## config.mk

```make
export PLATFORM = sky130hd
export DESIGN_NAME = servo_input_selection_logic
export DESIGN_NICKNAME = d
export VERILOG_FILES = /design/src/rtl/servo_sel_pkg.sv /design/src/rtl/speed_rd_if.sv /design/src/rtl/input_sync.sv /design/src/rtl/speed_mem.sv /design/src/rtl/servo_input_selection_logic.sv
export VERILOG_INCLUDE_DIRS = /design/src /design/src/rtl
export SDC_FILE = /design/constraint.sdc
export NUM_CORES = 1
export LEC_CHECK = 0
export BUFFER_PORTS_ARGS = -buffer_cell sky130_fd_sc_hd__buf_2
export CAP_MARGIN = 20
export CELL_PAD_IN_SITES_DETAIL_PLACEMENT = 1
export CELL_PAD_IN_SITES_GLOBAL_PLACEMENT = 2
export CORE_MARGIN = 5
export CORE_UTILIZATION = 45
export DETAILED_ROUTE_END_ITERATION = 6
export GPL_TIMING_DRIVEN = 0
export PLACE_DENSITY = 0.95
export SYNTH_ARGS = -nofsm -noshare
export SYNTH_HDL_FRONTEND = slang
export SYNTH_SLANG_ARGS = --single-unit
```

## constraint.sdc

```tcl
create_clock -name pclk -period 13.45 [get_ports pclk]
set_input_delay 2.69 -clock pclk [delete_from_list [all_inputs] [get_ports pclk]]
set_output_delay 2.69 -clock pclk [all_outputs]
set_load 0.01 [all_outputs]
```

## src/rtl/servo_sel_regs.svh

```systemverilog
// Register offsets, field positions, reset values and timing counts
`ifndef SERVO_SEL_REGS_SVH
`define SERVO_SEL_REGS_SVH
`define OFS_CTRL        8'h00
`define OFS_TL_FIRST    8'h04
`define OFS_TL_SECOND   8'h08
`define OFS_SLOPE_FIRST 8'h0c
`define OFS_SLOPE_SECND 8'h10
`define OFS_INER_FIRST  8'h14
`define OFS_INER_SECND  8'h18
`define OFS_STATE       8'h1c
`define OFS_SPEED_OUT   8'h20
`define OFS_INT_STATUS  8'h24
`define OFS_INT_MASK    8'h28
`define OFS_SPEED_BASE  8'h40
`define OFS_SPEED_LAST  8'h5c
`define CTRL_TLSEL_LSB  0
`define CTRL_SRC_LSB    4
`define CTRL_ZCLAMP_BIT 8
`define CTRL_TORQUE_BIT 12
`define CTRL_RESET      32'h0000_0011
`define TL_RESET        16'h0bb8
`define INER_RESET      16'h0064
`define INT_ALARM_BIT   0
`define INT_RAMP_BIT    1
`define TLSEL_RAMPED    3'h3
`define TLSEL_SPLIT     3'h2
`define SRC_FOUR        2'h1
`define SRC_ANALOG      2'h2
`define SRC_EIGHT       2'h3
`define CLK_PERIOD_NS   40
`define RAMP_TICK_NS    1000
`define RAMP_TICK_CYC   ((`RAMP_TICK_NS + `CLK_PERIOD_NS - 1) / `CLK_PERIOD_NS)
`endif

```

## src/rtl/servo_sel_pkg.sv

```systemverilog
// Types shared by the input selection logic
package servo_sel_pkg;
    typedef logic [15:0] limit_t;
    typedef enum logic [1:0] {
        RAMP_HOLD = 2'b01,
        RAMP_SLEW = 2'b10
    } ramp_state_t;
endpackage

```

## src/rtl/speed_rd_if.sv

```systemverilog
// Carrier between the selector logic and the speed table
`timescale 1ns/1ps
interface speed_rd_if #(parameter int DW = 16);
    logic [2:0]    sel_addr;
    logic [DW-1:0] sel_data;
    logic [2:0]    bus_addr;
    logic [DW-1:0] bus_data;
    logic          wr_en;
    logic [DW-1:0] wr_data;
    modport ctrl (output sel_addr, bus_addr, wr_en, wr_data, input sel_data, bus_data);
    modport mem  (input sel_addr, bus_addr, wr_en, wr_data, output sel_data, bus_data);
endinterface

```

## src/rtl/input_sync.sv

```systemverilog
// Three-stage synchroniser with agreement filter per input bit
`timescale 1ns/1ps
module input_sync #(
    parameter int W = 9
) (
    input  wire logic         clk,      // Block clock
    input  wire logic         rst_n,    // Async reset, low
    input  wire logic [W-1:0] async_in, // Raw pins
    output logic      [W-1:0] stable_d, // Next filtered value
    output logic      [W-1:0] stable_q  // Filtered value
);
    initial if (W < 1) $error("input_sync width must be positive");

    genvar i;
    generate
        for (i = 0; i < W; i++) begin : g_bit
            logic s1_q;
            logic s2_q;
            logic s3_q;
            // First stage feeds only the second
            always_ff @(posedge clk or negedge rst_n) begin
                if (!rst_n) begin
                    s1_q <= 1'b0;
                    s2_q <= 1'b0;
                    s3_q <= 1'b0;
                end else begin
                    s1_q <= async_in[i];
                    s2_q <= s1_q;
                    s3_q <= s2_q;
                end
            end
            // Change counts only once stages two and three agree
            assign stable_d[i] = (s2_q == s3_q) ? s3_q : stable_q[i];
            always_ff @(posedge clk or negedge rst_n) begin
                if (!rst_n) begin
                    stable_q[i] <= 1'b0;
                end else begin
                    stable_q[i] <= stable_d[i];
                end
            end
        end
    endgenerate
endmodule // input_sync

```

## src/rtl/speed_mem.sv

```systemverilog
// Eight-entry internal speed table, two registered read ports
`timescale 1ns/1ps
module speed_mem #(
    parameter int DW = 16
) (
    input wire logic clk,  // Block clock
    speed_rd_if.mem  port  // Read and write port group
);
    initial if (DW < 2) $error("speed_mem width too small");

    logic [DW-1:0] mem_q [8];

    // Bus writes; no reset so the table infers as plain storage
    always_ff @(posedge clk) begin
        if (port.wr_en) begin
            mem_q[port.bus_addr] <= port.wr_data;
        end
    end

    // Registered reads keep access times fixed
    always_ff @(posedge clk) begin
        port.sel_data <= mem_q[port.sel_addr];
        port.bus_data <= mem_q[port.bus_addr];
    end
endmodule // speed_mem

```

## src/rtl/servo_input_selection_logic.sv

```systemverilog
// Servo input-function selection: torque limit ramp, speed select, APB registers
//
// Implementation choices: the placing of the registers and the APB register port.
`timescale 1ns/1ps
`include "servo_sel_regs.svh"
module servo_input_selection_logic #(
    parameter int LW = 16,                 // Limit and ratio width
    parameter int SW = 16,                 // Speed word width
    parameter int TICK_CYC = `RAMP_TICK_CYC // Cycles per ramp step
) (
    input  wire logic          pclk,                   // Clock, 25 MHz
    input  wire logic          presetn,                // Async reset, low
    input  wire logic          psel,                   // APB select
    input  wire logic          penable,                // APB enable
    input  wire logic          pwrite,                 // APB direction
    input  wire logic [7:0]    paddr,                  // APB byte address
    input  wire logic [31:0]   pwdata,                 // APB write data
    output logic      [31:0]   prdata,                 // APB read data
    output logic               pready,                 // APB ready
    output logic               pslverr,                // APB error
    input  wire logic          torque_limit_select_in, // Second limit select
    input  wire logic          speed_sel_bit0,         // Speed selector 1
    input  wire logic          speed_sel_bit1,         // Speed selector 2
    input  wire logic          speed_sel_bit2,         // Speed selector 3
    input  wire logic          zero_clamp_in,          // Zero speed clamp
    input  wire logic          speed_sign_in,          // Speed sign
    input  wire logic          torque_sign_in,         // Torque direction
    input  wire logic          forced_alarm_in,        // Forced alarm
    input  wire logic          inertia_switch_in,      // Second inertia
    input  wire logic [SW-1:0] analog_speed_in,        // Digitised analog speed
    output logic      [LW-1:0] pos_torque_limit,       // Positive limit
    output logic      [LW-1:0] neg_torque_limit,       // Negative limit
    output logic      [SW-1:0] speed_cmd,              // Signed speed command
    output logic               speed_is_analog,        // Analog source chosen
    output logic               torque_dir_negative,    // Torque direction
    output logic      [LW-1:0] inertia_ratio,          // Active inertia ratio
    output logic               forced_alarm_error,     // Alarm raised
    output logic               irq                     // Interrupt, high
);
    initial if (LW < 2 || LW > 16 || SW < 2 || SW > 16 || TICK_CYC < 1)
        $error("servo_input_selection_logic parameters out of range");

    localparam int NIN = 9;
    localparam int TCW = $clog2(TICK_CYC + 1);

    // Synchronised pins, bit order fixed below
    logic [NIN-1:0] pins;
    logic [NIN-1:0] in_d;
    logic [NIN-1:0] in_q;
    assign pins = {inertia_switch_in, forced_alarm_in, torque_sign_in, speed_sign_in,
                   zero_clamp_in, speed_sel_bit2, speed_sel_bit1, speed_sel_bit0,
                   torque_limit_select_in};

    input_sync #(.W(NIN)) u_sync (
        .clk      (pclk),
        .rst_n    (presetn),
        .async_in (pins),
        .stable_d (in_d),
        .stable_q (in_q)
    );

    speed_rd_if #(.DW(SW)) spd ();
    speed_mem #(.DW(SW)) u_mem (
        .clk  (pclk),
        .port (spd)
    );

    // Software state
    logic [31:0]                  ctrl_q;
    servo_sel_pkg::limit_t        tl1_q;
    servo_sel_pkg::limit_t        tl2_q;
    servo_sel_pkg::limit_t        slope1_q;
    servo_sel_pkg::limit_t        slope2_q;
    servo_sel_pkg::limit_t        iner1_q;
    servo_sel_pkg::limit_t        iner2_q;
    logic [1:0]                   int_stat_q;
    logic [1:0]                   int_mask_q;
    logic [2:0]                   tl_mode;
    logic [1:0]                   src_mode;
    assign tl_mode  = ctrl_q[`CTRL_TLSEL_LSB +: 3];
    assign src_mode = ctrl_q[`CTRL_SRC_LSB +: 2];

    // Bus decode; every transfer has exactly one wait state
    logic       acc;
    logic       wr_done;
    logic [7:0] a;
    logic       in_table;
    logic       mapped;
    assign acc      = psel && penable && pready;
    assign wr_done  = acc && pwrite;
    assign a        = {paddr[7:2], 2'b00};
    assign in_table = (a >= `OFS_SPEED_BASE) && (a <= `OFS_SPEED_LAST);
    assign mapped   = in_table || (a <= `OFS_INT_MASK);

    always_ff @(posedge pclk or negedge presetn) begin
        if (!presetn) begin
            pready <= 1'b0;
        end else begin
            pready <= psel && penable && !pready;
        end
    end

    // Register writes land only at the completing edge
    always_ff @(posedge pclk or negedge presetn) begin
        if (!presetn) begin
            ctrl_q     <= `CTRL_RESET;
            tl1_q      <= `TL_RESET;
            tl2_q      <= `TL_RESET;
            slope1_q   <= 16'h0000;
            slope2_q   <= 16'h0000;
            iner1_q    <= `INER_RESET;
            iner2_q    <= `INER_RESET;
            int_mask_q <= 2'h0;
        end else if (wr_done) begin
            case (a)
                `OFS_CTRL:        ctrl_q     <= pwdata & 32'h0000_1133;
                `OFS_TL_FIRST:    tl1_q      <= pwdata[15:0];
                `OFS_TL_SECOND:   tl2_q      <= pwdata[15:0];
                `OFS_SLOPE_FIRST: slope1_q   <= pwdata[15:0];
                `OFS_SLOPE_SECND: slope2_q   <= pwdata[15:0];
                `OFS_INER_FIRST:  iner1_q    <= pwdata[15:0];
                `OFS_INER_SECND:  iner2_q    <= pwdata[15:0];
                `OFS_INT_MASK:    int_mask_q <= pwdata[1:0];
                default: ;
            endcase
        end
    end

    // Table port: setup-phase address, data next cycle
    assign spd.bus_addr = paddr[4:2];
    assign spd.wr_en    = wr_done && in_table;
    assign spd.wr_data  = pwdata[SW-1:0];

    // Index from next filtered inputs so data arrive with them
    logic [2:0] idx_d;
    logic       analog_d;
    always_comb begin
        idx_d    = {1'b0, in_d[2], in_d[1]};
        analog_d = 1'b0;
        if (src_mode == `SRC_ANALOG && in_d[1] && in_d[2]) begin
            analog_d = 1'b1;
        end
        if (src_mode == `SRC_EIGHT) begin
            idx_d = {in_d[3], in_d[2], in_d[1]};
        end
    end
    assign spd.sel_addr = idx_d;

    // Analog choice delayed to match the table read
    logic analog_q;
    always_ff @(posedge pclk or negedge presetn) begin
        if (!presetn) begin
            analog_q <= 1'b0;
        end else begin
            analog_q <= analog_d;
        end
    end

    // Speed command: source, zero clamp, then sign
    logic [SW-1:0] spd_raw;
    assign spd_raw = analog_q ? analog_speed_in : spd.sel_data;
    always_ff @(posedge pclk or negedge presetn) begin
        if (!presetn) begin
            speed_cmd       <= '0;
            speed_is_analog <= 1'b0;
        end else begin
            speed_is_analog <= analog_q;
            if (ctrl_q[`CTRL_ZCLAMP_BIT] && in_q[4]) begin
                speed_cmd <= '0;
            end else if (!ctrl_q[`CTRL_TORQUE_BIT] && in_q[5]) begin
                speed_cmd <= SW'(-spd_raw);
            end else begin
                speed_cmd <= spd_raw;
            end
        end
    end

    // Torque direction and inertia ratio
    always_ff @(posedge pclk or negedge presetn) begin
        if (!presetn) begin
            torque_dir_negative <= 1'b0;
            inertia_ratio       <= '0;
        end else begin
            torque_dir_negative <= ctrl_q[`CTRL_TORQUE_BIT] && in_d[6];
            inertia_ratio       <= in_d[8] ? LW'(iner2_q) : LW'(iner1_q);
        end
    end

    // Free-running step timer; step timing ignores the switch edge
    logic [TCW-1:0] tick_cnt_q;
    logic           tick;
    assign tick = (tick_cnt_q == TCW'(TICK_CYC - 1));
    always_ff @(posedge pclk or negedge presetn) begin
        if (!presetn) begin
            tick_cnt_q <= '0;
        end else begin
            tick_cnt_q <= tick ? '0 : tick_cnt_q + TCW'(1);
        end
    end

    // Torque limit ramp engine
    servo_sel_pkg::ramp_state_t state_q;
    servo_sel_pkg::limit_t      active_q;
    servo_sel_pkg::limit_t      target_q;
    servo_sel_pkg::limit_t      step_q;
    logic                       sel_q;
    logic                       ramp_done;
    logic                       sel_chg;
    logic                       new_sel;
    servo_sel_pkg::limit_t      new_tgt;
    servo_sel_pkg::limit_t      new_step;
    logic [16:0]                up_sum;
    logic [16:0]                dn_dif;
    assign new_sel  = in_d[0];
    assign sel_chg  = (new_sel != sel_q);
    assign new_tgt  = new_sel ? tl2_q : tl1_q;
    assign new_step = new_sel ? slope1_q : slope2_q;
    assign up_sum   = {1'b0, active_q} + {1'b0, step_q};
    assign dn_dif   = {1'b0, active_q} - {1'b0, step_q};

    always_ff @(posedge pclk or negedge presetn) begin
        if (!presetn) begin
            state_q   <= servo_sel_pkg::RAMP_HOLD;
            active_q  <= `TL_RESET;
            target_q  <= `TL_RESET;
            step_q    <= 16'h0000;
            sel_q     <= 1'b0;
            ramp_done <= 1'b0;
        end else begin
            sel_q     <= new_sel;
            ramp_done <= 1'b0;
            if (tl_mode != `TLSEL_RAMPED) begin
                // Other modes follow the values directly
                state_q  <= servo_sel_pkg::RAMP_HOLD;
                active_q <= new_tgt;
                target_q <= new_tgt;
            end else if (sel_chg) begin
                target_q <= new_tgt;
                step_q   <= new_step;
                if (slope1_q == 16'h0000 && slope2_q == 16'h0000 || new_step == 16'h0000) begin
                    active_q <= new_tgt;
                    state_q  <= servo_sel_pkg::RAMP_HOLD;
                end else begin
                    state_q <= servo_sel_pkg::RAMP_SLEW;
                end
            end else if (wr_done && ((a == `OFS_TL_FIRST && !sel_q) ||
                                     (a == `OFS_TL_SECOND && sel_q))) begin
                active_q <= pwdata[15:0];
                target_q <= pwdata[15:0];
                state_q  <= servo_sel_pkg::RAMP_HOLD;
            end else begin
                unique case (state_q)
                    servo_sel_pkg::RAMP_HOLD: ;
                    servo_sel_pkg::RAMP_SLEW: begin
                        if (tick) begin
                            // Direction from the sign of the gap; clamp at target
                            if (active_q < target_q) begin
                                if (up_sum >= {1'b0, target_q}) begin
                                    active_q  <= target_q;
                                    state_q   <= servo_sel_pkg::RAMP_HOLD;
                                    ramp_done <= 1'b1;
                                end else begin
                                    active_q <= up_sum[15:0];
                                end
                            end else if (dn_dif[16] || dn_dif[15:0] <= target_q) begin
                                active_q  <= target_q;
                                state_q   <= servo_sel_pkg::RAMP_HOLD;
                                ramp_done <= 1'b1;
                            end else begin
                                active_q <= dn_dif[15:0];
                            end
                        end
                    end
                endcase
            end
        end
    end

    // Limit outputs per selection mode
    always_ff @(posedge pclk or negedge presetn) begin
        if (!presetn) begin
            pos_torque_limit <= '0;
            neg_torque_limit <= '0;
        end else if (tl_mode == `TLSEL_RAMPED) begin
            pos_torque_limit <= LW'(active_q);
            neg_torque_limit <= LW'(active_q);
        end else if (tl_mode == `TLSEL_SPLIT) begin
            pos_torque_limit <= LW'(tl1_q);
            neg_torque_limit <= LW'(tl2_q);
        end else begin
            pos_torque_limit <= LW'(tl1_q);
            neg_torque_limit <= LW'(tl1_q);
        end
    end

    // Sticky events; a new event beats a write-one-to-clear in the same cycle
    logic       alarm_prev_q;
    logic [1:0] ev;
    logic [1:0] clr;
    logic [1:0] stat_d;
    assign ev[`INT_ALARM_BIT] = in_q[7] && !alarm_prev_q;
    assign ev[`INT_RAMP_BIT]  = ramp_done;
    assign clr    = (wr_done && a == `OFS_INT_STATUS) ? pwdata[1:0] : 2'h0;
    assign stat_d = (int_stat_q & ~clr) | ev;
    always_ff @(posedge pclk or negedge presetn) begin
        if (!presetn) begin
            alarm_prev_q       <= 1'b0;
            int_stat_q         <= 2'h0;
            irq                <= 1'b0;
            forced_alarm_error <= 1'b0;
        end else begin
            alarm_prev_q       <= in_q[7];
            int_stat_q         <= stat_d;
            irq                <= |(stat_d & int_mask_q);
            forced_alarm_error <= stat_d[`INT_ALARM_BIT];
        end
    end

    // Read mux, sampled in the first access cycle so table data are ready
    logic [31:0] rd_mux;
    always_comb begin
        rd_mux = 32'h0000_0000;
        if (in_table) begin
            rd_mux = 32'(spd.bus_data);
        end else begin
            case (a)
                `OFS_CTRL:        rd_mux = ctrl_q;
                `OFS_TL_FIRST:    rd_mux = 32'(tl1_q);
                `OFS_TL_SECOND:   rd_mux = 32'(tl2_q);
                `OFS_SLOPE_FIRST: rd_mux = 32'(slope1_q);
                `OFS_SLOPE_SECND: rd_mux = 32'(slope2_q);
                `OFS_INER_FIRST:  rd_mux = 32'(iner1_q);
                `OFS_INER_SECND:  rd_mux = 32'(iner2_q);
                `OFS_STATE:       rd_mux = {5'h00, state_q, in_q, active_q};
                `OFS_SPEED_OUT:   rd_mux = {15'h0000, speed_is_analog, 16'(speed_cmd)};
                `OFS_INT_STATUS:  rd_mux = {30'h0, int_stat_q};
                `OFS_INT_MASK:    rd_mux = {30'h0, int_mask_q};
                default:          rd_mux = 32'h0000_0000;
            endcase
        end
    end

    always_ff @(posedge pclk or negedge presetn) begin
        if (!presetn) begin
            prdata  <= 32'h0000_0000;
            pslverr <= 1'b0;
        end else if (psel && penable && !pready) begin
            prdata  <= pwrite ? 32'h0000_0000 : rd_mux;
            pslverr <= !mapped;
        end else begin
            pslverr <= 1'b0;
        end
    end
endmodule // servo_input_selection_logic

```

Yosys cells after proc, flatten, opt, wreduce, memory -nomap -nowiden
Memory sizes are Yosys's and may differ from the RTL's. A register that Yosys moved wholly into a read port is not among the register bits.
Cells that the tools add are included.
{"block": "op_classes", "bitwise_logic": 5, "addsub": 4, "mux": 54, "n_reduce_logical": 46, "n_lt_le_gt_ge": 6, "n_eq_ne": 29}
{"operator": "$mux W16", "count": 21}
{"operator": "$pmux W27 S11", "count": 1}
{"operator": "$logic_not A16 Y1", "count": 3}
{"operator": "$mux W32", "count": 1}
{"operator": "$mux W27", "count": 1}
{"operator": "$eq A6 B3 Y1 const B", "count": 4}
{"operator": "$mux W2", "count": 10}
{"operator": "$eq A6 B4 Y1 const B", "count": 3}
{"operator": "$mux W1", "count": 18}
{"operator": "$reduce_and A2 Y1", "count": 9}
{"operator": "$add A16 B16 Y17", "count": 1}
{"operator": "$ge A17 B16 Y1", "count": 1}
{"operator": "$logic_and A1 B1 Y1", "count": 17}
{"operator": "$sub A16 B16 Y17", "count": 1}
{"operator": "$le A16 B16 Y1", "count": 1}
{"operator": "$lt A16 B16 Y1", "count": 1}
{"operator": "$neg A16 Y16", "count": 1}
{"operator": "$eq A6 B2 Y1 const B", "count": 2}
{"operator": "$eq A2 B2 Y1 const B", "count": 5}
{"operator": "$eq A1 B1 Y1", "count": 9}
{"operator": "$ge A8 B7 Y1 const B", "count": 1}
{"operator": "$le A8 B6 Y1 const B", "count": 1}
{"operator": "$le A8 B7 Y1 const B", "count": 1}
{"operator": "$logic_not A8 Y1", "count": 1}
{"operator": "other kinds (21)", "count": 30}
{"block": "totals", "regBits": 302, "n_memories": 1, "ram_bits": 128, "output_inout_bits": 102, "word_cells": 209}
{"memory": "u_mem.mem_q", "words": 8, "width": 16, "rd": 2, "rd_ports_with_merged_regs": 2, "wr": 1, "line": "speed_mem.sv:11", "text": "logic [DW-1:0] mem_q [8];"}

Longest topological paths before layout
{"block": "logic_depth", "depth_word": 10, "depth_mapped": 19}

Modules after synthesis
Synthesis repeated with hierarchy kept, for this count alone.
{"block": "hier_totals", "hier_cells": 1849, "area_unflattened_um2": 23085.9}
{"mod": "servo_input_selection_logic", "n_inst": 1, "cells_each": 1455, "area_per_inst_um2": 15392.3}
{"mod": "speed_mem", "n_inst": 1, "cells_each": 349, "area_per_inst_um2": 6691.4}
{"mod": "input_sync", "n_inst": 1, "cells_each": 45, "area_per_inst_um2": 1002.2}

Worst setup path after synthesis
Ideal clock, no wire load.
{"block": "synth_path", "path_kind": "input port to flip-flop", "start": "input paddr[5]", "end": "memory u_mem.mem_q[7][0] (enable)", "t_arrival_ns": 4.571, "n_path_buf": 1, "path_stages": 4, "setup_slack_ns": 8.490, "path_cell_list": "nor3b_1 clkbuf_1 nand3_1 nor2_1"}
{"block": "synth_between", "elab_chain_cells": 5}
{"element": "start: declaration", "line": "servo_input_selection_logic.sv:16", "text": "input wire logic [7:0] paddr,"}
{"element": "$ge A8 B7 Y1 (no line) / $le A8 B7 Y1 (equally long branches)"}
{"element": "$logic_and A1 B1 Y1 *", "line": "servo_input_selection_logic.sv:92", "text": "assign in_table = (a >= `OFS_SPEED_BASE) && (a <= `OFS_SPEED_LAST);"}
{"element": "$logic_and A1 B1 Y1 *", "line": "servo_input_selection_logic.sv:131", "text": "assign spd.wr_en = wr_done && in_table;"}
{"element": "$mux W1 *", "line": "speed_mem.sv:15", "text": "if (port.wr_en) begin"}
{"element": "$mux W1 (implied by the code) *", "line": "speed_mem.sv:16", "text": "mem_q[port.bus_addr] <= port.wr_data;"}
{"element": "end: declaration", "line": "speed_mem.sv:11"}
Mark *: on every way between the ends. The rest lies on a longest branch, timed or not.

Worst setup path after layout
{"block": "layout_path", "start": "register active_q[1]", "end": "register ramp_done"}
{"block": "layout_between", "elab_chain_cells": 10}
{"element": "start: declaration", "line": "servo_input_selection_logic.sv:203", "text": "servo_sel_pkg::limit_t active_q;"}
{"element": "start signal: assignment", "line": "servo_input_selection_logic.sv:224", "text": "active_q <= `TL_RESET;"}
{"element": "start signal: assignment", "line": "servo_input_selection_logic.sv:235", "text": "active_q <= new_tgt;"}
{"element": "start signal: assignment", "line": "servo_input_selection_logic.sv:241", "text": "active_q <= new_tgt;"}
{"element": "$sub A16 B16 Y17", "line": "servo_input_selection_logic.sv:219", "text": "assign dn_dif = {1'b0, active_q} - {1'b0, step_q};"}
{"element": "$le A16 B16 Y1", "line": "servo_input_selection_logic.sv:265", "text": "end else if (dn_dif[16] || dn_dif[15:0] <= target_q) begin"}
{"element": "$logic_or A1 B1 Y1", "line": "servo_input_selection_logic.sv:265"}
{"element": "$mux W1", "line": "servo_input_selection_logic.sv:265"}
{"element": "$mux W1 *", "line": "servo_input_selection_logic.sv:257", "text": "if (active_q < target_q) begin"}
{"element": "$mux W1 *", "line": "servo_input_selection_logic.sv:255", "text": "if (tick) begin"}
{"element": "$mux W1 *", "line": "servo_input_selection_logic.sv:252", "text": "unique case (state_q)"}
{"element": "$mux W1 *", "line": "servo_input_selection_logic.sv:246", "text": "end else if (wr_done && ((a == `OFS_TL_FIRST && !sel_q) ||"}
{"element": "$mux W1 *", "line": "servo_input_selection_logic.sv:237", "text": "end else if (sel_chg) begin"}
{"element": "$mux W1 *", "line": "servo_input_selection_logic.sv:232", "text": "if (tl_mode != `TLSEL_RAMPED) begin"}
{"element": "end signal: assignment", "line": "servo_input_selection_logic.sv:228", "text": "ramp_done <= 1'b0;"}
{"element": "end signal: assignment", "line": "servo_input_selection_logic.sv:231", "text": "ramp_done <= 1'b0;"}
{"element": "end signal: assignment", "line": "servo_input_selection_logic.sv:261", "text": "ramp_done <= 1'b1;"}
{"element": "end: declaration", "line": "servo_input_selection_logic.sv:207", "text": "logic ramp_done;"}
Marked as above.
A chain may end at the register's enable or synchronous reset.

==> impl_metrics.tcl <==
set metrics [dict create \
    outcome "complete, no violations" \
    drc 0 \
    ys_types 90 \
    rows 82 \
    die_h_um 234 \
    synth_flop_cell "dfrtp_1" \
    grt_overflow_total 0 \
    drtPass1Iterations 6 \
    place_hpwl_um 58600 \
    wl_per_cell_um 28.9 \
    area_delta_synth_final_pct 15.7 \
    gp_congestion 0.933 \
    dr.max_layer_used "met5" \
    wl_um 79100 \
    drive_gt1_share_pct 29.3 \
    clock-sinks 456 \
    drt_iter0_drc 1888 \
    ys_ff_latch 456 \
    path_class "reg -> reg" \
    ys.warnings.count 0 \
    min_path_type "reg -> reg" \
    diodes 0 \
    post_cts_resized 0 \
    chipWidth_um 234 \
    vias 17200 \
    reg2reg_from "active_q[1]" \
    initial_core_util_pct 45.3 \
    fin_cells 2734 \
    seq_area_frac_synth_pct 52.8 \
    portBuffers 148 \
    p_leak_uw 0.0111 \
    rsz0062_at_grt "false" \
    synthesis.area_mm2 0.0226 \
    finalHoldViolations 0 \
    worstMarginPinSlew_ns 1.17 \
    place_area_mm2 0.0245 \
    worstHoldStart "u_sync.g_bit[3].s1_q" \
    end_kind "register" \
    period_minus_slack_ns 5.86 \
    grt_pass1_wl_um 118000 \
    ir_worst_vdd_uv 91.3 \
    fin_nets 2177 \
    clk_pin_slew_ns 0.07 \
    setup.worst_path.start "active_q[1]" \
    clk_path_buf_depth 3 \
    finalCritPeriodShare_pct 43.6 \
    via_per_inst 6.30 \
    root_buffer "clkbuf_16" \
    wl_met3_um 5510 \
    h-tree-depth 2 \
    synthCells 1809 \
    grt_max_degree 110 \
    clock.fmax_mhz 171 \
    start_kind "register" \
    grt_pass1_vias 18200 \
    postCtsHoldBufs 0 \
    core_area_mm2 0.0500 \
    crit_fanout 9 \
    timing.hold.ws_ns 0.349 \
    fin_worst_skew_ns 0.0191 \
    syn_avg_cell_area_um2 12.5 \
    met2_length_um 39100 \
    setup_viol 0 \
    slew_headroom_pct 21.6 \
    synthArstFlopShare_pct 64.9 \
    synth-edff-count 128 \
    place_inst 2645 \
    final_area_mm2 0.0262 \
    clk_latency_ns 0.60 \
    tritoncts "done" \
    io_pins 172 \
    cp.required_ns 13.87 \
    worstPathArrival_ns 6.28 \
    ant_nets 0 \
    drv_cap 0 \
    die_area_mm2 0.0549 \
    timing.setup.tns_ns 0 \
    powerDensity_mw_per_mm2 130 \
    antenna_found_initial 4 \
    m1WireLength_um 30000 \
    slew_violations 0 \
    cts_setup_buffers 0 \
    cts_inserted_buffers 48 \
    grtUsageTotal_pct 28.6 \
]
-- cells in the final DEF (no fill, tap or decap), types with 52 or more instances in the layout --
master,Yosys,routed
nand2_1,126,126
clkbuf_1,55,61
buf_2,24,171
a21oi_1,81,81
dfrtp_1,259,259
mux4_2,71,71
mux2_2,187,187
inv_1,52,52
edfxtp_1,128,128
nor2_1,129,121
ha_1,82,82
-- cells in the mapped netlist, types with 14 or more instances --
cell type,n,area share (%)
dfrtp_1,259,29
mux2_2,187,9.3
nor2_1,129,2.1
edfxtp_1,128,17
nand2_1,126,2.1
ha_1,82,4.5
a21oi_1,81,1.8
mux4_2,71,7.1
clkbuf_1,55,0.91
inv_1,52,0.86
o21ai_0,41,0.91
mux2i_1,39,1.7
dfstp_2,37,4.3
dfxtp_1,32,2.8
a22oi_1,31,1.0
a31oi_1,31,0.86
nand3_1,31,0.69
a22o_1,28,1.1
xnor2_1,25,0.97
buf_2,24,0.53
nor3_1,24,0.53
nand4_1,21,0.58
a222oi_1,14,0.62
-- cell type report --
type	instances	area [um^2]
repair buffers	160	953
flip-flops and latches	456	11900
clock buffers	67	1430
plain buffers	103	463
clock inverters	22	299
multi-input cells	1200	10100
inverters	54	203
fillers	5117	23800
well taps	672	841
-- report_power, final --
group          internal (uW)  switching (uW)  leakage [uW]
clock network            861             590      0.000858
logic                    157             284       0.00501
registers               1460            39.3       0.00527
total                   2480             914        0.0111
-- sequential cells by signal, indices dropped and copies added (netlist names), 16 cells and up --
| signal | count |
|---|---|
| pos_torque_limit | 16 |
| u_mem.port.sel_data | 16 |
| u_mem.port.bus_data | 16 |
| slope2_q | 16 |
| slope1_q | 16 |
| inertia_ratio | 16 |
| step_q | 16 |
| tl2_q | 16 |
| tl1_q | 16 |
| iner1_q | 16 |
| u_mem.mem_q | 128 |
| active_q | 16 |
| neg_torque_limit | 16 |
| target_q | 16 |
| iner2_q | 16 |
| prdata | 27 |
| speed_cmd | 16 |
-- final timing paths --
path                       cells past startpoint              endpoint  slack (ns)
max reg2reg                                   16             ramp_done        7.59
max                                           16             ramp_done        7.59
min reg2reg                                    0  u_sync.g_bit[3].s2_q        0.35
min in group asynchronous                      1                   irq        2.09
max in group asynchronous                      3            prdata[21]        9.86
min                                            0  u_sync.g_bit[3].s2_q        0.35
-- per-layer routing --
metal  global-route usage [%]  vias up
li1                         -     7264
met5                        0        -
met2                     48.8      891
met1                     36.0     8834
met4                     13.9        4
met3                     4.04      233
-- per-stage QoR --
step	util (%)	setup slack, ns	power [uW]
after floorplan	-	8.49	1770
after global placement	48.5	4.20	1940
after detailed placement	49.0	7.61	1960
after CTS	52.4	7.64	3400
after global routing	52.4	7.50	3500
final	52.4	7.59	3390
-- critical path: stages (launching register included) --
cell and delay [ns]:
dfrtp_1 0.68, ha_1 0.34, nor2b_1 0.15, o31a_1 0.28, o41ai_1 0.53, a31oi_1 0.29
a2111oi_0 0.47, a31oi_1 0.15, and2_1 0.20, ha_1 0.29, nand4_1 0.18, or3_1 0.46
o32ai_1 0.37, a21oi_2 0.17, o211ai_4 0.23, o21ai_4 0.18, nor4_1 0.71
-- cells by family after synthesis --
group	after synthesis	share of synthesized area [%]
adder cells (fa/ha/maj)	92	5.06
AND/OR/NAND/NOR	413	8.59
multiplexers	302	18.3
flip-flops	456	52.8
buffers and inverters	157	2.94
AO/OA/AOI/OAI	350	10.8
other	1	0.0166
XOR/XNOR	38	1.47
No activity file was read; power rests on OpenSTA's default activity.
